[config.mk]
export PLATFORM = sky130hd
export DESIGN_NAME = asp_top
export DESIGN_NICKNAME = d
export VERILOG_FILES = /design/src/pkg/asp_pkg.sv /design/src/asp_top.sv /design/src/asp_tx.sv
export SDC_FILE = /design/constraint.sdc
export NUM_CORES = 1
export LEC_CHECK = 0
export BUFFER_PORTS_ARGS = -buffer_cell sky130_fd_sc_hd__clkbuf_2
export CORE_MARGIN = 1.5
export CORE_UTILIZATION = 32
export DETAILED_ROUTE_END_ITERATION = 10
export GPL_TIMING_DRIVEN = 0
export SLEW_MARGIN = 15
export SYNTH_ARGS = -nofsm -noshare
export SYNTH_HDL_FRONTEND = slang
export SYNTH_SLANG_ARGS = --single-unit
[constraint.sdc]
create_clock -name mclk_i -period 2.4 [get_ports mclk_i]
set_input_delay 0.12 -clock mclk_i [delete_from_list [all_inputs] [get_ports mclk_i]]
set_output_delay 0.12 -clock mclk_i [all_outputs]
set_load 0.03 [all_outputs]
[src/pkg/asp_pkg.sv]
// Constants and types shared by the asynchronous serial port
package asp_pkg;

  // ------------------------------------------------------------
  // Register map
  // ------------------------------------------------------------
  localparam int unsigned ADDR_W = 3;
  localparam int unsigned DATA_W = 8;
  localparam logic [2:0] ADDR_CTRL1 = 3'h0;
  localparam logic [2:0] ADDR_CTRL2 = 3'h1;
  localparam logic [2:0] ADDR_CTRL3 = 3'h2;
  localparam logic [2:0] ADDR_STAT1 = 3'h3;
  localparam logic [2:0] ADDR_STAT2 = 3'h4;
  localparam logic [2:0] ADDR_DATA = 3'h5;
  localparam logic [2:0] ADDR_BAUD = 3'h6;

  // ------------------------------------------------------------
  // Field positions
  // ------------------------------------------------------------
  localparam int unsigned C1_ENABLE = 6;
  localparam int unsigned C1_INVERT = 5;
  localparam int unsigned C1_NINE = 4;
  localparam int unsigned C1_PAR_EN = 1;
  localparam int unsigned C1_PAR_ODD = 0;
  localparam int unsigned C2_TBE_IE = 7;
  localparam int unsigned C2_TC_IE = 6;
  localparam int unsigned C2_RXF_IE = 5;
  localparam int unsigned C2_TX_EN = 3;
  localparam int unsigned C2_RX_EN = 2;
  localparam int unsigned C2_BREAK = 0;
  localparam int unsigned C3_RX_NINTH = 7;
  localparam int unsigned C3_TX_NINTH = 6;
  localparam int unsigned C3_OR_IE = 3;
  localparam int unsigned C3_NF_IE = 2;
  localparam int unsigned C3_FE_IE = 1;
  localparam int unsigned C3_PE_IE = 0;
  localparam int unsigned S1_TBE = 7;
  localparam int unsigned S1_TC = 6;
  localparam int unsigned S1_RXF = 5;
  localparam int unsigned S1_OR = 3;
  localparam int unsigned S1_NF = 2;
  localparam int unsigned S1_FE = 1;
  localparam int unsigned S1_PE = 0;
  localparam int unsigned S2_BREAK = 1;

  // ------------------------------------------------------------
  // Reset values
  // ------------------------------------------------------------
  localparam logic [7:0] CTRL1_RST = 8'h00;
  localparam logic [7:0] CTRL2_RST = 8'h00;
  localparam logic [6:0] CTRL3_RST = 7'h00;
  localparam logic [7:0] BAUD_RST = 8'h13;

  // ------------------------------------------------------------
  // Oversample phases and frame lengths
  // ------------------------------------------------------------
  localparam logic [4:0] PH_FIRST = 5'h01;
  localparam logic [4:0] PH_V1 = 5'h03;
  localparam logic [4:0] PH_V2 = 5'h05;
  localparam logic [4:0] PH_V3 = 5'h07;
  localparam logic [4:0] PH_D1 = 5'h08;
  localparam logic [4:0] PH_D2 = 5'h09;
  localparam logic [4:0] PH_D3 = 5'h0a;
  localparam logic [4:0] PH_LAST = 5'h10;
  localparam logic [3:0] SUB_LAST = 4'hf;
  localparam logic [3:0] STOP_IDX8 = 4'h9;
  localparam logic [3:0] STOP_IDX9 = 4'ha;
  localparam logic [3:0] FRAME_LEN8 = 4'ha;
  localparam logic [3:0] FRAME_LEN9 = 4'hb;

  typedef enum logic [1:0] {
    ASP_RX_HUNT = 2'b01,
    ASP_RX_RECV = 2'b10
  } asp_rx_state_t;

  typedef enum logic [1:0] {
    ASP_TX_IDLE = 2'b01,
    ASP_TX_SHIFT = 2'b10
  } asp_tx_state_t;

endpackage : asp_pkg

[src/asp_top.sv]
// Asynchronous serial port: registers, receiver and interrupt requests
//
// Behaviour
// Invert every transmitted level when selected
// Set empty flag on buffer transfer, interrupt
// Complete flag when all empty, no break
// Eight or nine bits; ninth copies bit seven
// Move character to buffer, set full flag
// Sample line at sixteen per bit
// Realign after start and one-to-zero change
// Start edge is zero after three ones
// Verify start at phases three, five, seven
// Failed verification restarts the search
// Data bit is majority of 8-10
// Later start samples only raise noise
// Stop bit majority zero is framing error
// Framing error set with full flag
// Realign on valid falling edges mid-character
// Break clears buffer, ninth bit, sets flag
// Overrun keeps old character, drops new
// Error flags interrupt through own enables
// Interrupt lines are ORs of enabled flags
`timescale 1ns/1ps
module asp_top (
  // Clock and reset
  input wire logic mclk_i,
  input wire logic rst_i,
  // Register port
  input wire logic [asp_pkg::ADDR_W-1:0] addr_i,
  input wire logic [asp_pkg::DATA_W-1:0] wdata_i,
  input wire logic we_i,
  input wire logic re_i,
  output logic [asp_pkg::DATA_W-1:0] rdata_o,
  // Serial pins
  input wire logic rxd_i,
  output logic txd_o,
  output logic txd_oe_o,
  // Interrupt requests
  output logic tx_irq_o,
  output logic rx_irq_o,
  output logic err_irq_o
);
  import asp_pkg::*;

  // ------------------------------------------------------------
  // Registers
  // ------------------------------------------------------------
  logic [7:0] ctrl1_q;
  logic [7:0] ctrl2_q;
  logic [6:0] ctrl3_q;
  logic [7:0] baud_q;
  logic [7:0] txbuf_q;
  logic [7:0] rxbuf_q;
  logic ninth_q;
  logic tbe_q;
  logic tc_q;
  logic rxf_q;
  logic or_q;
  logic nf_q;
  logic fe_q;
  logic pe_q;
  logic bkf_q;
  logic clr_arm_q;
  logic wr_data;
  logic rd_data;
  logic clr_rx;
  logic port_en;
  logic nine;

  assign wr_data = we_i && (addr_i == ADDR_DATA);
  assign rd_data = re_i && (addr_i == ADDR_DATA);
  assign clr_rx = rd_data && clr_arm_q;
  assign port_en = ctrl1_q[C1_ENABLE];
  assign nine = ctrl1_q[C1_NINE];

  always_ff @(posedge mclk_i) begin
    if (rst_i) begin
      ctrl1_q <= CTRL1_RST;
      ctrl2_q <= CTRL2_RST;
      ctrl3_q <= CTRL3_RST;
      baud_q <= BAUD_RST;
      txbuf_q <= 8'h00;
    end else if (we_i) begin
      if (addr_i == ADDR_CTRL1) begin
        ctrl1_q <= wdata_i;
      end else if (addr_i == ADDR_CTRL2) begin
        ctrl2_q <= wdata_i;
      end else if (addr_i == ADDR_CTRL3) begin
        ctrl3_q <= wdata_i[6:0];
      end else if (addr_i == ADDR_BAUD) begin
        baud_q <= wdata_i;
      end else if (addr_i == ADDR_DATA) begin
        txbuf_q <= wdata_i;
      end
    end
  end

  // ------------------------------------------------------------
  // Oversample clock
  // ------------------------------------------------------------
  logic [7:0] div_q;
  logic tick_q;

  always_ff @(posedge mclk_i) begin
    if (rst_i) begin
      div_q <= 8'h00;
      tick_q <= 1'b0;
    end else if (div_q >= baud_q) begin
      div_q <= 8'h00;
      tick_q <= 1'b1;
    end else begin
      div_q <= div_q + 8'h01;
      tick_q <= 1'b0;
    end
  end

  // ------------------------------------------------------------
  // Transmitter
  // ------------------------------------------------------------
  logic tx_take;
  logic tx_busy;

  asp_tx u_tx (
    .mclk_i(mclk_i),
    .rst_i(rst_i),
    .tick_i(tick_q),
    .enable_i(port_en),
    .tx_en_i(ctrl2_q[C2_TX_EN]),
    .nine_i(nine),
    .invert_i(ctrl1_q[C1_INVERT]),
    .break_i(ctrl2_q[C2_BREAK]),
    .full_i(!tbe_q),
    .data_i({ctrl3_q[C3_TX_NINTH], txbuf_q}),
    .take_o(tx_take),
    .busy_o(tx_busy),
    .txd_o(txd_o),
    .txd_oe_o(txd_oe_o)
  );

  always_ff @(posedge mclk_i) begin
    if (rst_i) begin
      tbe_q <= 1'b1;
      tc_q <= 1'b1;
    end else begin
      if (tx_take) begin
        tbe_q <= 1'b1;
      end else if (wr_data) begin
        tbe_q <= 1'b0;
      end
      tc_q <= tbe_q && !tx_take && !wr_data && !tx_busy &&
              !ctrl2_q[C2_BREAK];
    end
  end

  // ------------------------------------------------------------
  // Receiver data recovery
  // ------------------------------------------------------------
  asp_rx_state_t rx_st_q;
  logic [4:0] rt_q;
  logic [3:0] bit_q;
  logic [2:0] hist_q;
  logic [2:0] vote_q;
  logic [8:0] shreg_q;
  logic nf_acc_q;
  logic armed_q;
  logic prev_q;
  logic rx_on;
  logic [4:0] ph;
  logic [2:0] cur3;
  logic maj;
  logic dis;
  logic [3:0] stop_idx;
  logic in_data;
  logic edge_ok;
  logic tail;
  logic rx_done;

  assign rx_on = port_en && ctrl2_q[C2_RX_EN];
  assign ph = (rt_q == PH_LAST) ? PH_FIRST : rt_q + 5'h01;
  assign cur3 = {vote_q[1:0], rxd_i};
  assign maj = (cur3[0] & cur3[1]) | (cur3[0] & cur3[2]) |
               (cur3[1] & cur3[2]);
  assign dis = (cur3 != 3'b000) && (cur3 != 3'b111);
  assign stop_idx = nine ? STOP_IDX9 : STOP_IDX8;
  assign in_data = (bit_q != 4'h0);
  assign tail = (ph > PH_D3);
  assign edge_ok = armed_q && prev_q && !rxd_i && in_data &&
                   (tail || (ph < PH_D1 && ph != PH_FIRST));
  assign rx_done = (rx_st_q == ASP_RX_RECV) && tick_q && !edge_ok &&
                   (ph == PH_D3) && (bit_q == stop_idx);

  always_ff @(posedge mclk_i) begin
    if (rst_i) begin
      rx_st_q <= ASP_RX_HUNT;
      rt_q <= PH_FIRST;
      bit_q <= 4'h0;
      hist_q <= 3'b000;
      vote_q <= 3'b000;
      shreg_q <= 9'h000;
      nf_acc_q <= 1'b0;
      armed_q <= 1'b0;
      prev_q <= 1'b1;
    end else if (!rx_on) begin
      rx_st_q <= ASP_RX_HUNT;
      hist_q <= 3'b000;
    end else if (tick_q) begin
      prev_q <= rxd_i;
      case (rx_st_q)
        ASP_RX_HUNT: begin
          hist_q <= {hist_q[1:0], rxd_i};
          if (!rxd_i && hist_q == 3'b111) begin
            rx_st_q <= ASP_RX_RECV;
            rt_q <= PH_FIRST;
            bit_q <= 4'h0;
            nf_acc_q <= 1'b0;
            armed_q <= 1'b0;
          end
        end
        ASP_RX_RECV: begin
          if (edge_ok) begin
            rt_q <= PH_FIRST;
            armed_q <= 1'b0;
            if (tail) begin
              bit_q <= bit_q + 4'h1;
            end
          end else begin
            rt_q <= ph;
            if (ph == PH_FIRST) begin
              bit_q <= bit_q + 4'h1;
            end
          end
          if (ph == PH_V1 || ph == PH_D1) begin
            vote_q <= {2'b00, rxd_i};
            if (ph == PH_D1) begin
              armed_q <= 1'b0;
            end
          end else if (ph == PH_V2 || ph == PH_V3 || ph == PH_D2) begin
            vote_q <= cur3;
          end
          if (ph == PH_V3 && !in_data) begin
            if (maj) begin
              rx_st_q <= ASP_RX_HUNT;
              hist_q <= 3'b000;
            end else if (dis) begin
              nf_acc_q <= 1'b1;
            end
          end
          if (ph == PH_D3 && !edge_ok) begin
            if (!in_data) begin
              if (cur3 != 3'b000) begin
                nf_acc_q <= 1'b1;
              end
            end else if (bit_q != stop_idx) begin
              shreg_q <= {maj, shreg_q[8:1]};
              armed_q <= maj;
              if (dis) begin
                nf_acc_q <= 1'b1;
              end
            end else begin
              rx_st_q <= ASP_RX_HUNT;
              hist_q <= 3'b000;
            end
          end
        end
        default: begin
          rx_st_q <= ASP_RX_HUNT;
        end
      endcase
    end
  end

  // ------------------------------------------------------------
  // Character completion and status flags
  // ------------------------------------------------------------
  logic [8:0] rx9;
  logic stop_fe;
  logic is_brk;
  logic par_err;
  logic load_ok;

  assign rx9 = nine ? shreg_q : {shreg_q[8], shreg_q[8:1]};
  assign stop_fe = !maj;
  assign is_brk = stop_fe && (rx9 == 9'h000);
  assign par_err = ctrl1_q[C1_PAR_EN] &&
                   ((nine ? ^rx9 : ^rx9[7:0]) != ctrl1_q[C1_PAR_ODD]);
  assign load_ok = !rxf_q || clr_rx;

  always_ff @(posedge mclk_i) begin
    if (rst_i) begin
      rxbuf_q <= 8'h00;
      ninth_q <= 1'b0;
    end else if (rx_done && load_ok) begin
      rxbuf_q <= is_brk ? 8'h00 : rx9[7:0];
      ninth_q <= is_brk ? 1'b0 : rx9[8];
    end
  end

  always_ff @(posedge mclk_i) begin
    if (rst_i) begin
      rxf_q <= 1'b0;
      or_q <= 1'b0;
      nf_q <= 1'b0;
      fe_q <= 1'b0;
      pe_q <= 1'b0;
      bkf_q <= 1'b0;
    end else begin
      if (clr_rx) begin
        rxf_q <= 1'b0;
        or_q <= 1'b0;
        nf_q <= 1'b0;
        fe_q <= 1'b0;
        pe_q <= 1'b0;
        bkf_q <= 1'b0;
      end
      if (rx_done && load_ok) begin
        rxf_q <= 1'b1;
        fe_q <= stop_fe;
        nf_q <= nf_acc_q || dis;
        pe_q <= par_err && !is_brk;
        bkf_q <= is_brk;
      end else if (rx_done) begin
        or_q <= 1'b1;
      end
    end
  end

  // ------------------------------------------------------------
  // Read port
  // ------------------------------------------------------------
  always_ff @(posedge mclk_i) begin
    if (rst_i) begin
      clr_arm_q <= 1'b0;
    end else if (re_i && addr_i == ADDR_STAT1) begin
      clr_arm_q <= 1'b1;
    end else if (rd_data) begin
      clr_arm_q <= 1'b0;
    end
  end

  always_ff @(posedge mclk_i) begin
    if (rst_i) begin
      rdata_o <= 8'h00;
    end else if (!re_i) begin
      rdata_o <= 8'h00;
    end else if (addr_i == ADDR_CTRL1) begin
      rdata_o <= ctrl1_q;
    end else if (addr_i == ADDR_CTRL2) begin
      rdata_o <= ctrl2_q;
    end else if (addr_i == ADDR_CTRL3) begin
      rdata_o <= {ninth_q, ctrl3_q};
    end else if (addr_i == ADDR_STAT1) begin
      rdata_o <= {tbe_q, tc_q, rxf_q, 1'b0, or_q, nf_q, fe_q, pe_q};
    end else if (addr_i == ADDR_STAT2) begin
      rdata_o <= {6'h00, bkf_q, 1'b0};
    end else if (addr_i == ADDR_DATA) begin
      rdata_o <= rxbuf_q;
    end else if (addr_i == ADDR_BAUD) begin
      rdata_o <= baud_q;
    end else begin
      rdata_o <= 8'h00;
    end
  end

  // ------------------------------------------------------------
  // Interrupt requests
  // ------------------------------------------------------------
  always_ff @(posedge mclk_i) begin
    if (rst_i) begin
      tx_irq_o <= 1'b0;
      rx_irq_o <= 1'b0;
      err_irq_o <= 1'b0;
    end else begin
      tx_irq_o <= (tbe_q && ctrl2_q[C2_TBE_IE]) ||
                  (tc_q && ctrl2_q[C2_TC_IE]);
      rx_irq_o <= rxf_q && ctrl2_q[C2_RXF_IE];
      err_irq_o <= (or_q && ctrl3_q[C3_OR_IE]) ||
                   (nf_q && ctrl3_q[C3_NF_IE]) ||
                   (fe_q && ctrl3_q[C3_FE_IE]) ||
                   (pe_q && ctrl3_q[C3_PE_IE]);
    end
  end
endmodule : asp_top

[src/asp_tx.sv]
// Transmit shifter with polarity inversion and break generation
`timescale 1ns/1ps
module asp_tx (
  // Clock and reset
  input wire logic mclk_i,
  input wire logic rst_i,
  // Control
  input wire logic tick_i,
  input wire logic enable_i,
  input wire logic tx_en_i,
  input wire logic nine_i,
  input wire logic invert_i,
  input wire logic break_i,
  // Transmit buffer
  input wire logic full_i,
  input wire logic [8:0] data_i,
  output logic take_o,
  output logic busy_o,
  // Serial pin
  output logic txd_o,
  output logic txd_oe_o
);
  import asp_pkg::*;

  asp_tx_state_t st_q;
  logic [3:0] sub_q;
  logic [3:0] left_q;
  logic [10:0] shift_q;
  logic brk_q;
  logic bound;
  logic reload;
  logic load_brk;
  logic load_dat;

  // ------------------------------------------------------------
  // Bit timing and frame loading
  // ------------------------------------------------------------
  assign bound = tick_i && (sub_q == SUB_LAST);
  assign reload = (st_q == ASP_TX_IDLE) || (left_q == 4'h1);
  assign load_brk = enable_i && break_i;
  assign load_dat = enable_i && tx_en_i && full_i && !break_i &&
                    !(st_q == ASP_TX_SHIFT && brk_q);
  assign take_o = bound && reload && load_dat;
  assign busy_o = (st_q == ASP_TX_SHIFT);

  always_ff @(posedge mclk_i) begin
    if (rst_i) begin
      sub_q <= 4'h0;
    end else if (tick_i) begin
      sub_q <= sub_q + 4'h1;
    end
  end

  always_ff @(posedge mclk_i) begin
    if (rst_i) begin
      st_q <= ASP_TX_IDLE;
      shift_q <= '1;
      left_q <= 4'h0;
      brk_q <= 1'b0;
    end else if (bound) begin
      if (reload && load_brk) begin
        st_q <= ASP_TX_SHIFT;
        shift_q <= '0;
        left_q <= nine_i ? FRAME_LEN9 : FRAME_LEN8;
        brk_q <= 1'b1;
      end else if (reload && load_dat) begin
        st_q <= ASP_TX_SHIFT;
        shift_q <= nine_i ? {1'b1, data_i, 1'b0}
                          : {2'b11, data_i[7:0], 1'b0};
        left_q <= nine_i ? FRAME_LEN9 : FRAME_LEN8;
        brk_q <= 1'b0;
      end else if (reload) begin
        st_q <= ASP_TX_IDLE;
        shift_q <= '1;
        left_q <= 4'h0;
        brk_q <= 1'b0;
      end else begin
        shift_q <= {1'b1, shift_q[10:1]};
        left_q <= left_q - 4'h1;
      end
    end
  end

  // ------------------------------------------------------------
  // Pin drive
  // ------------------------------------------------------------
  always_ff @(posedge mclk_i) begin
    if (rst_i) begin
      txd_o <= 1'b1;
      txd_oe_o <= 1'b0;
    end else begin
      txd_o <= shift_q[0] ^ invert_i;
      txd_oe_o <= enable_i;
    end
  end

endmodule : asp_tx

### Word-level counts from Yosys, hierarchy flattened

Cells that the tools add are included.

* bits of input ports: 16
* register bits: 129
* output and inout port bits: 13

* mux-type cells: 79
* magnitude comparators: 3
* equality and inequality tests: 29
* reduce and logical (&&, ||, !) cells: 95
* bitwise operators: 12
* add/sub/neg operators: 5

Operators by type and width (number)
* $mux 8: 9
* $logic_and 1x1->1: 44
* $mux 1: 33
* $mux 4: 7
* $mux 2: 12
* $mux 11: 2
* $mux 10: 2
* $reduce_and 6->1: 3
* $eq 5x4->1 const B: 3
* $mux 3: 5
* $mux 5: 3
* $eq 3x3->1 const B: 4
* $logic_not 1->1: 12
* $reduce_and 4->1: 3
* $logic_or 1x1->1: 11
* $eq 5x3->1 const B: 2
* $pmux 5 s2: 1
* $reduce_and 2->1: 5
* $logic_not 9->1: 1
* $reduce_xor 9->1: 1
* $add 4x1->4 const B: 2
* $add 8x1->8 const B: 1
* $ge 8x8->1: 1
* $pmux 4 s2: 1
* other kinds (35): 55

### Depth between registers and ports, before layout

* word-level depth: 13
* depth in mapped cells: 10
* depth with buffers taken out: 8

### By module

A second synthesis with hierarchy kept.

* cells, all modules: 743
* area, all modules: 6296.0 sq um

Modules (own cells, without submodules)
* asp_top: cells each 621, area each 5228.8 sq um, instances 1
* asp_tx: cells each 122, area each 1067.3 sq um, instances 1

### Worst setup path after synthesis

OpenSTA, ideal clock, no wires.

* kind: flip-flop to flip-flop
* start: register ctrl1_q[4]
* end: register pe_q
* library setup time: 0.070 ns
* period minus slack after synthesis: 2.294 ns
* setup slack: 0.106 ns
* cell stages (with the launch flop): 11
* required time: 2.330 ns
* arrival: 2.223 ns
* cells stage by stage: dfxtp_1 > buf_2 > buf_1 > mux2i_1 > ha_1 > xnor2_1 > xnor2_1 > xnor2_1 > nand2_1 > or3_1 > a21oi_1

* word-level cells in the longest chain between the ends: 7

Ends and longest elaborated chain
* start: declaration: line asp_top.sv:48 `logic [7:0] ctrl1_q;`
* start signal: assignment: line asp_top.sv:85 `ctrl1_q <= wdata_i;`
* $mux 8: line asp_top.sv:281 `assign rx9 = nine ? shreg_q : {shreg_q[8], shreg_q[8:1]};`
* $reduce_xor 9->1 / $reduce_xor 8->1 (equally long branches): line asp_top.sv:285 `((nine ? ^rx9 : ^rx9[7:0]) != ctrl1_q[C1_PAR_ODD]);`
* $mux 1: line asp_top.sv:285
* $ne 1x1->1: line asp_top.sv:285
* $logic_and 1x1->1: line asp_top.sv:284 `assign par_err = ctrl1_q[C1_PAR_EN] &&`
* $logic_and 1x1->1: line asp_top.sv:319 `pe_q <= par_err && !is_brk;`
* $mux 1: line asp_top.sv:315 `if (rx_done && load_ok) begin`
* end signal: assignment: line asp_top.sv:319
* end: declaration: line asp_top.sv:61 `logic pe_q;`

Parallel ways exist; a longest one is shown, timed or not.
A chain may end at the register's enable or synchronous reset.

### Final worst setup path

Same ends and word-level chain as after synthesis.

==> flow_metrics.env <==
export IMPL_outcome="complete, no violations"
export IMPL_rr_endpoint="pe_q"
export IMPL_worst_slack_ns=0.122
export IMPL_vias_per_cell=5.30
export IMPL_async_flop_share_pct=0
export IMPL_pin_count=29
export IMPL_cap_violations=0
export IMPL_setup_worst_path_start_class="flip-flop"
export IMPL_synthMostInstantiatedCell="dfxtp_1"
export IMPL_grt_pass1_wl_um=29300
export IMPL_yosysUniqueCellTypes=68
export IMPL_syn_to_final_growth_pct=18.9
export IMPL_final_hold_violation_count=0
export IMPL_critPathCaptureType="flip-flop"
export IMPL_rr_worst_depth=10
export IMPL_h_tree_depth=4
export IMPL_rrSetupSlack_ns=0.12
export IMPL_overflow=0
export IMPL_slowest_stage="or3_1"
export IMPL_yosysWarnings=0
export IMPL_synth_nets=818
export IMPL_fin_cells=1102
export IMPL_grt_usage_pct=18.3
export IMPL_crit_arrival_ns=2.62
export IMPL_crit_reg2reg_launch="ctrl1_q[4]"
export IMPL_cts_root_buf="clkbuf_16"
export IMPL_synth_largest_area_cell="dfxtp_1"
export IMPL_io_buffers=25
export IMPL_fin_util_pct=38.9
export IMPL_clock_latency_ns=0.43
export IMPL_start_util_pct=32.8
export IMPL_die_area_um2=20900
export IMPL_swShare_pct=23.3
export IMPL_path_delay_family="XOR/XNOR gates"
export IMPL_antenna_left=0
export IMPL_drt_total_wl_um=18000
export IMPL_power_switching_uw=1200
export IMPL_dp_final_hpwl_um=13000
export IMPL_drc=0
export IMPL_drtIter0Drc=466
export IMPL_vias=5845
export IMPL_fillers=2043
export IMPL_tritoncts="done"
export IMPL_chipHeight_um=145
export IMPL_finalSetupViolCount=0
export IMPL_fin_crit_ns=2.28
export IMPL_power_internal_uw=3940
export IMPL_fin_crit_sh_pct=94.9
export IMPL_ir_drop_v=0.000438
export IMPL_syn_area_um2=6420
export IMPL_dp_slack_ns=-0.527
export IMPL_rows=51
export IMPL_numCtsBuffers=17
export IMPL_firstDrtPassIters=5
export IMPL_cp_cell_sequence="buf_2, buf_6, mux2i_2, ha_1, xnor2_1, xnor2_1, xnor2_1, nand2_1, or3_1, a21oi_1"
export IMPL_pwr_share_clk_pct=52.4
export IMPL_p_per_area_nw_per_um2=673
export IMPL_skew_ns=0.0122
export IMPL_worstMarginPinSlew_ns=0.799
export IMPL_synthTopCellsByArea="dfxtp_1, nand2_1, a21oi_1"
export IMPL_setup_worst_path_class="flip-flop to flip-flop"
export IMPL_synth_edf_count=0
export IMPL_slew_viol_final=0
export IMPL_crit_cells=10
export IMPL_clkSlewWorstSetupHoldPaths_ns=0.06
export IMPL_max_freq_mhz=439
export IMPL_hp_class="input pin to flip-flop"
export IMPL_syn_avg_cell_area_um2=8.25
export IMPL_critPathCapture="pe_q"
export IMPL_seqPwrFrac_pct=42.7
export IMPL_power_leakage_uw=0.00278
export IMPL_grt_pass1_vias=5409
export IMPL_core_area_um2=19600
export IMPL_grt_max_degree=17
export IMPL_path_buf_inv=2
export IMPL_netlist_instances=778
export IMPL_final_layout_size_suffix_gt1_share_pct=12.2
export IMPL_cp_data_required_time_ns=2.74
export IMPL_placedCellCount=1068
export IMPL_yosysSeqAreaShare_pct=40.2
export IMPL_ys_flop_type="dfxtp_1"
export IMPL_p_comb_share_pct=4.9
export IMPL_cts_max_path_buffers=2
export IMPL_max_slew_margin_pct=46.7
export IMPL_antenna_found_initial=1
export IMPL_place_congestion=0.862
export IMPL_startpoint="ctrl1_q[4]"
export IMPL_clock_sinks=129
export IMPL_nNetsFinal=863
export IMPL_synth_top_area_share_pct=40.2
export IMPL_path_common_cell="xnor2_1"
export IMPL_yosys_register_bits=129
export IMPL_routedWlPerCell_um=16.3
export IMPL_die_x_um=145
export IMPL_ys_top_cells_by_count="dfxtp_1, nand2_1, a21oi_1"
export IMPL_cp_slowest_stage_delay_ns=0.32
export IMPL_cp_max_fo=10
-- flip-flops by register name, indices dropped and copies added (netlist names), 7 cells and up --
name and count:
u_tx.shift_q 11, shreg_q 9, baud_q 8, ctrl1_q 8, ctrl2_q 8, div_q 8
rdata_o 8, rxbuf_q 8, txbuf_q 8, ctrl3_q 7
-- worst min path at each step --
stage                from    endpoint  slack (ns)  cells after the start
3_5_place_dp   wdata_i[4]  ctrl2_q[4]        0.44                      3
5_1_grt        wdata_i[3]  ctrl2_q[3]        0.02                      3
3_3_place_gp   wdata_i[4]  ctrl2_q[4]        0.44                      3
4_1_cts        wdata_i[3]  ctrl1_q[3]      0.0004                      3
2_1_floorplan  wdata_i[0]   baud_q[0]        0.24                      2
6_report       wdata_i[7]  txbuf_q[7]        0.01                      3
-- tightest hold or removal path, stage by stage --
cell	delay (ns)
clkbuf_2	0.14
nand2_1	0.08
a21oi_1	0.05
-- per-stage QoR --
stage / instance area [um2] / TNS (ns) / total power (uW) / hold WS, ns
2_1_floorplan: 6420 / 0 / 2380 / 0.244
3_3_place_gp: 6870 / -5.45 / 2480 / 0.437
3_5_place_dp: 6870 / -5.58 / 2480 / 0.442
4_1_cts: 7520 / 0 / 5160 / 0.000435
5_1_grt: 7630 / -0.0181 / 5310 / 0.0152
6_report: 7630 / 0 / 5130 / 0.0141
-- placed cells by master (no fill, tap or decap), drive strengths merged, types with 9 or more instances in the layout --
cell type / Yosys / final
nand2: 117 / 117
o21ai: 24 / 24
clkbuf: 32 / 77
nor2: 69 / 69
and3: 11 / 11
xnor2: 14 / 14
a21oi: 80 / 80
o221ai: 9 / 9
o211ai: 15 / 15
dfxtp: 129 / 129
nor3: 21 / 21
nand3: 27 / 27
a22oi: 12 / 12
inv: 30 / 32
ha: 24 / 24
mux2i: 29 / 29
buf: 13 / 13
nor2b: 9 / 9
-- cell type report --
type                       count  area, um2  area share [%]
timing repair buffer          27        143            1.87
inverter                      30        113            1.48
clock inverter                12        155            2.03
buffer                        44        198            2.59
clock buffer                  20        457            5.99
tap                          265        332            4.35
antenna                        1       2.50          0.0328
sequential                   129       2580            33.9
multi-input combinational    574       3640            47.8
-- repair_timing --
action | in CTS | in global routing
hold endpoints to repair | 1 | 0
endpoints found under the setup margin | 19 | 47
resized for setup | 5 | 28
buffers inserted | 0 | 1
hold buffers | 1 | 0
pin swaps | 0 | 3
-- power groups by stage --
stage | logic (uW) | clock network, uW | registers (uW)
3_3_place_gp | 243 | 0 | 2240
3_5_place_dp | 245 | 0 | 2240
4_1_cts | 248 | 2720 | 2190
5_1_grt | 279 | 2840 | 2200
2_1_floorplan | 143 | 0 | 2240
6_report | 253 | 2690 | 2190
-- per-layer routing --
metal,up-vias,share of wire (%),GRT usage (%)
li1,2888,-,-
met2,156,44,26.6
met1,2778,49,25.9
met3,23,6.1,5.10
met5,-,0,0
met4,0,1.3,5.58
-- cells by family after synthesis --
group / after synthesis / share of synthesized area (%)
compound gates: 203 / 21.0
xor+xnor: 18 / 2.46
fa+ha+maj: 24 / 4.68
buf+inv: 75 / 4.70
flops: 129 / 40.2
mux: 35 / 5.58
simple gates: 294 / 21.4
No activity file was read; power rests on OpenSTA's default activity.
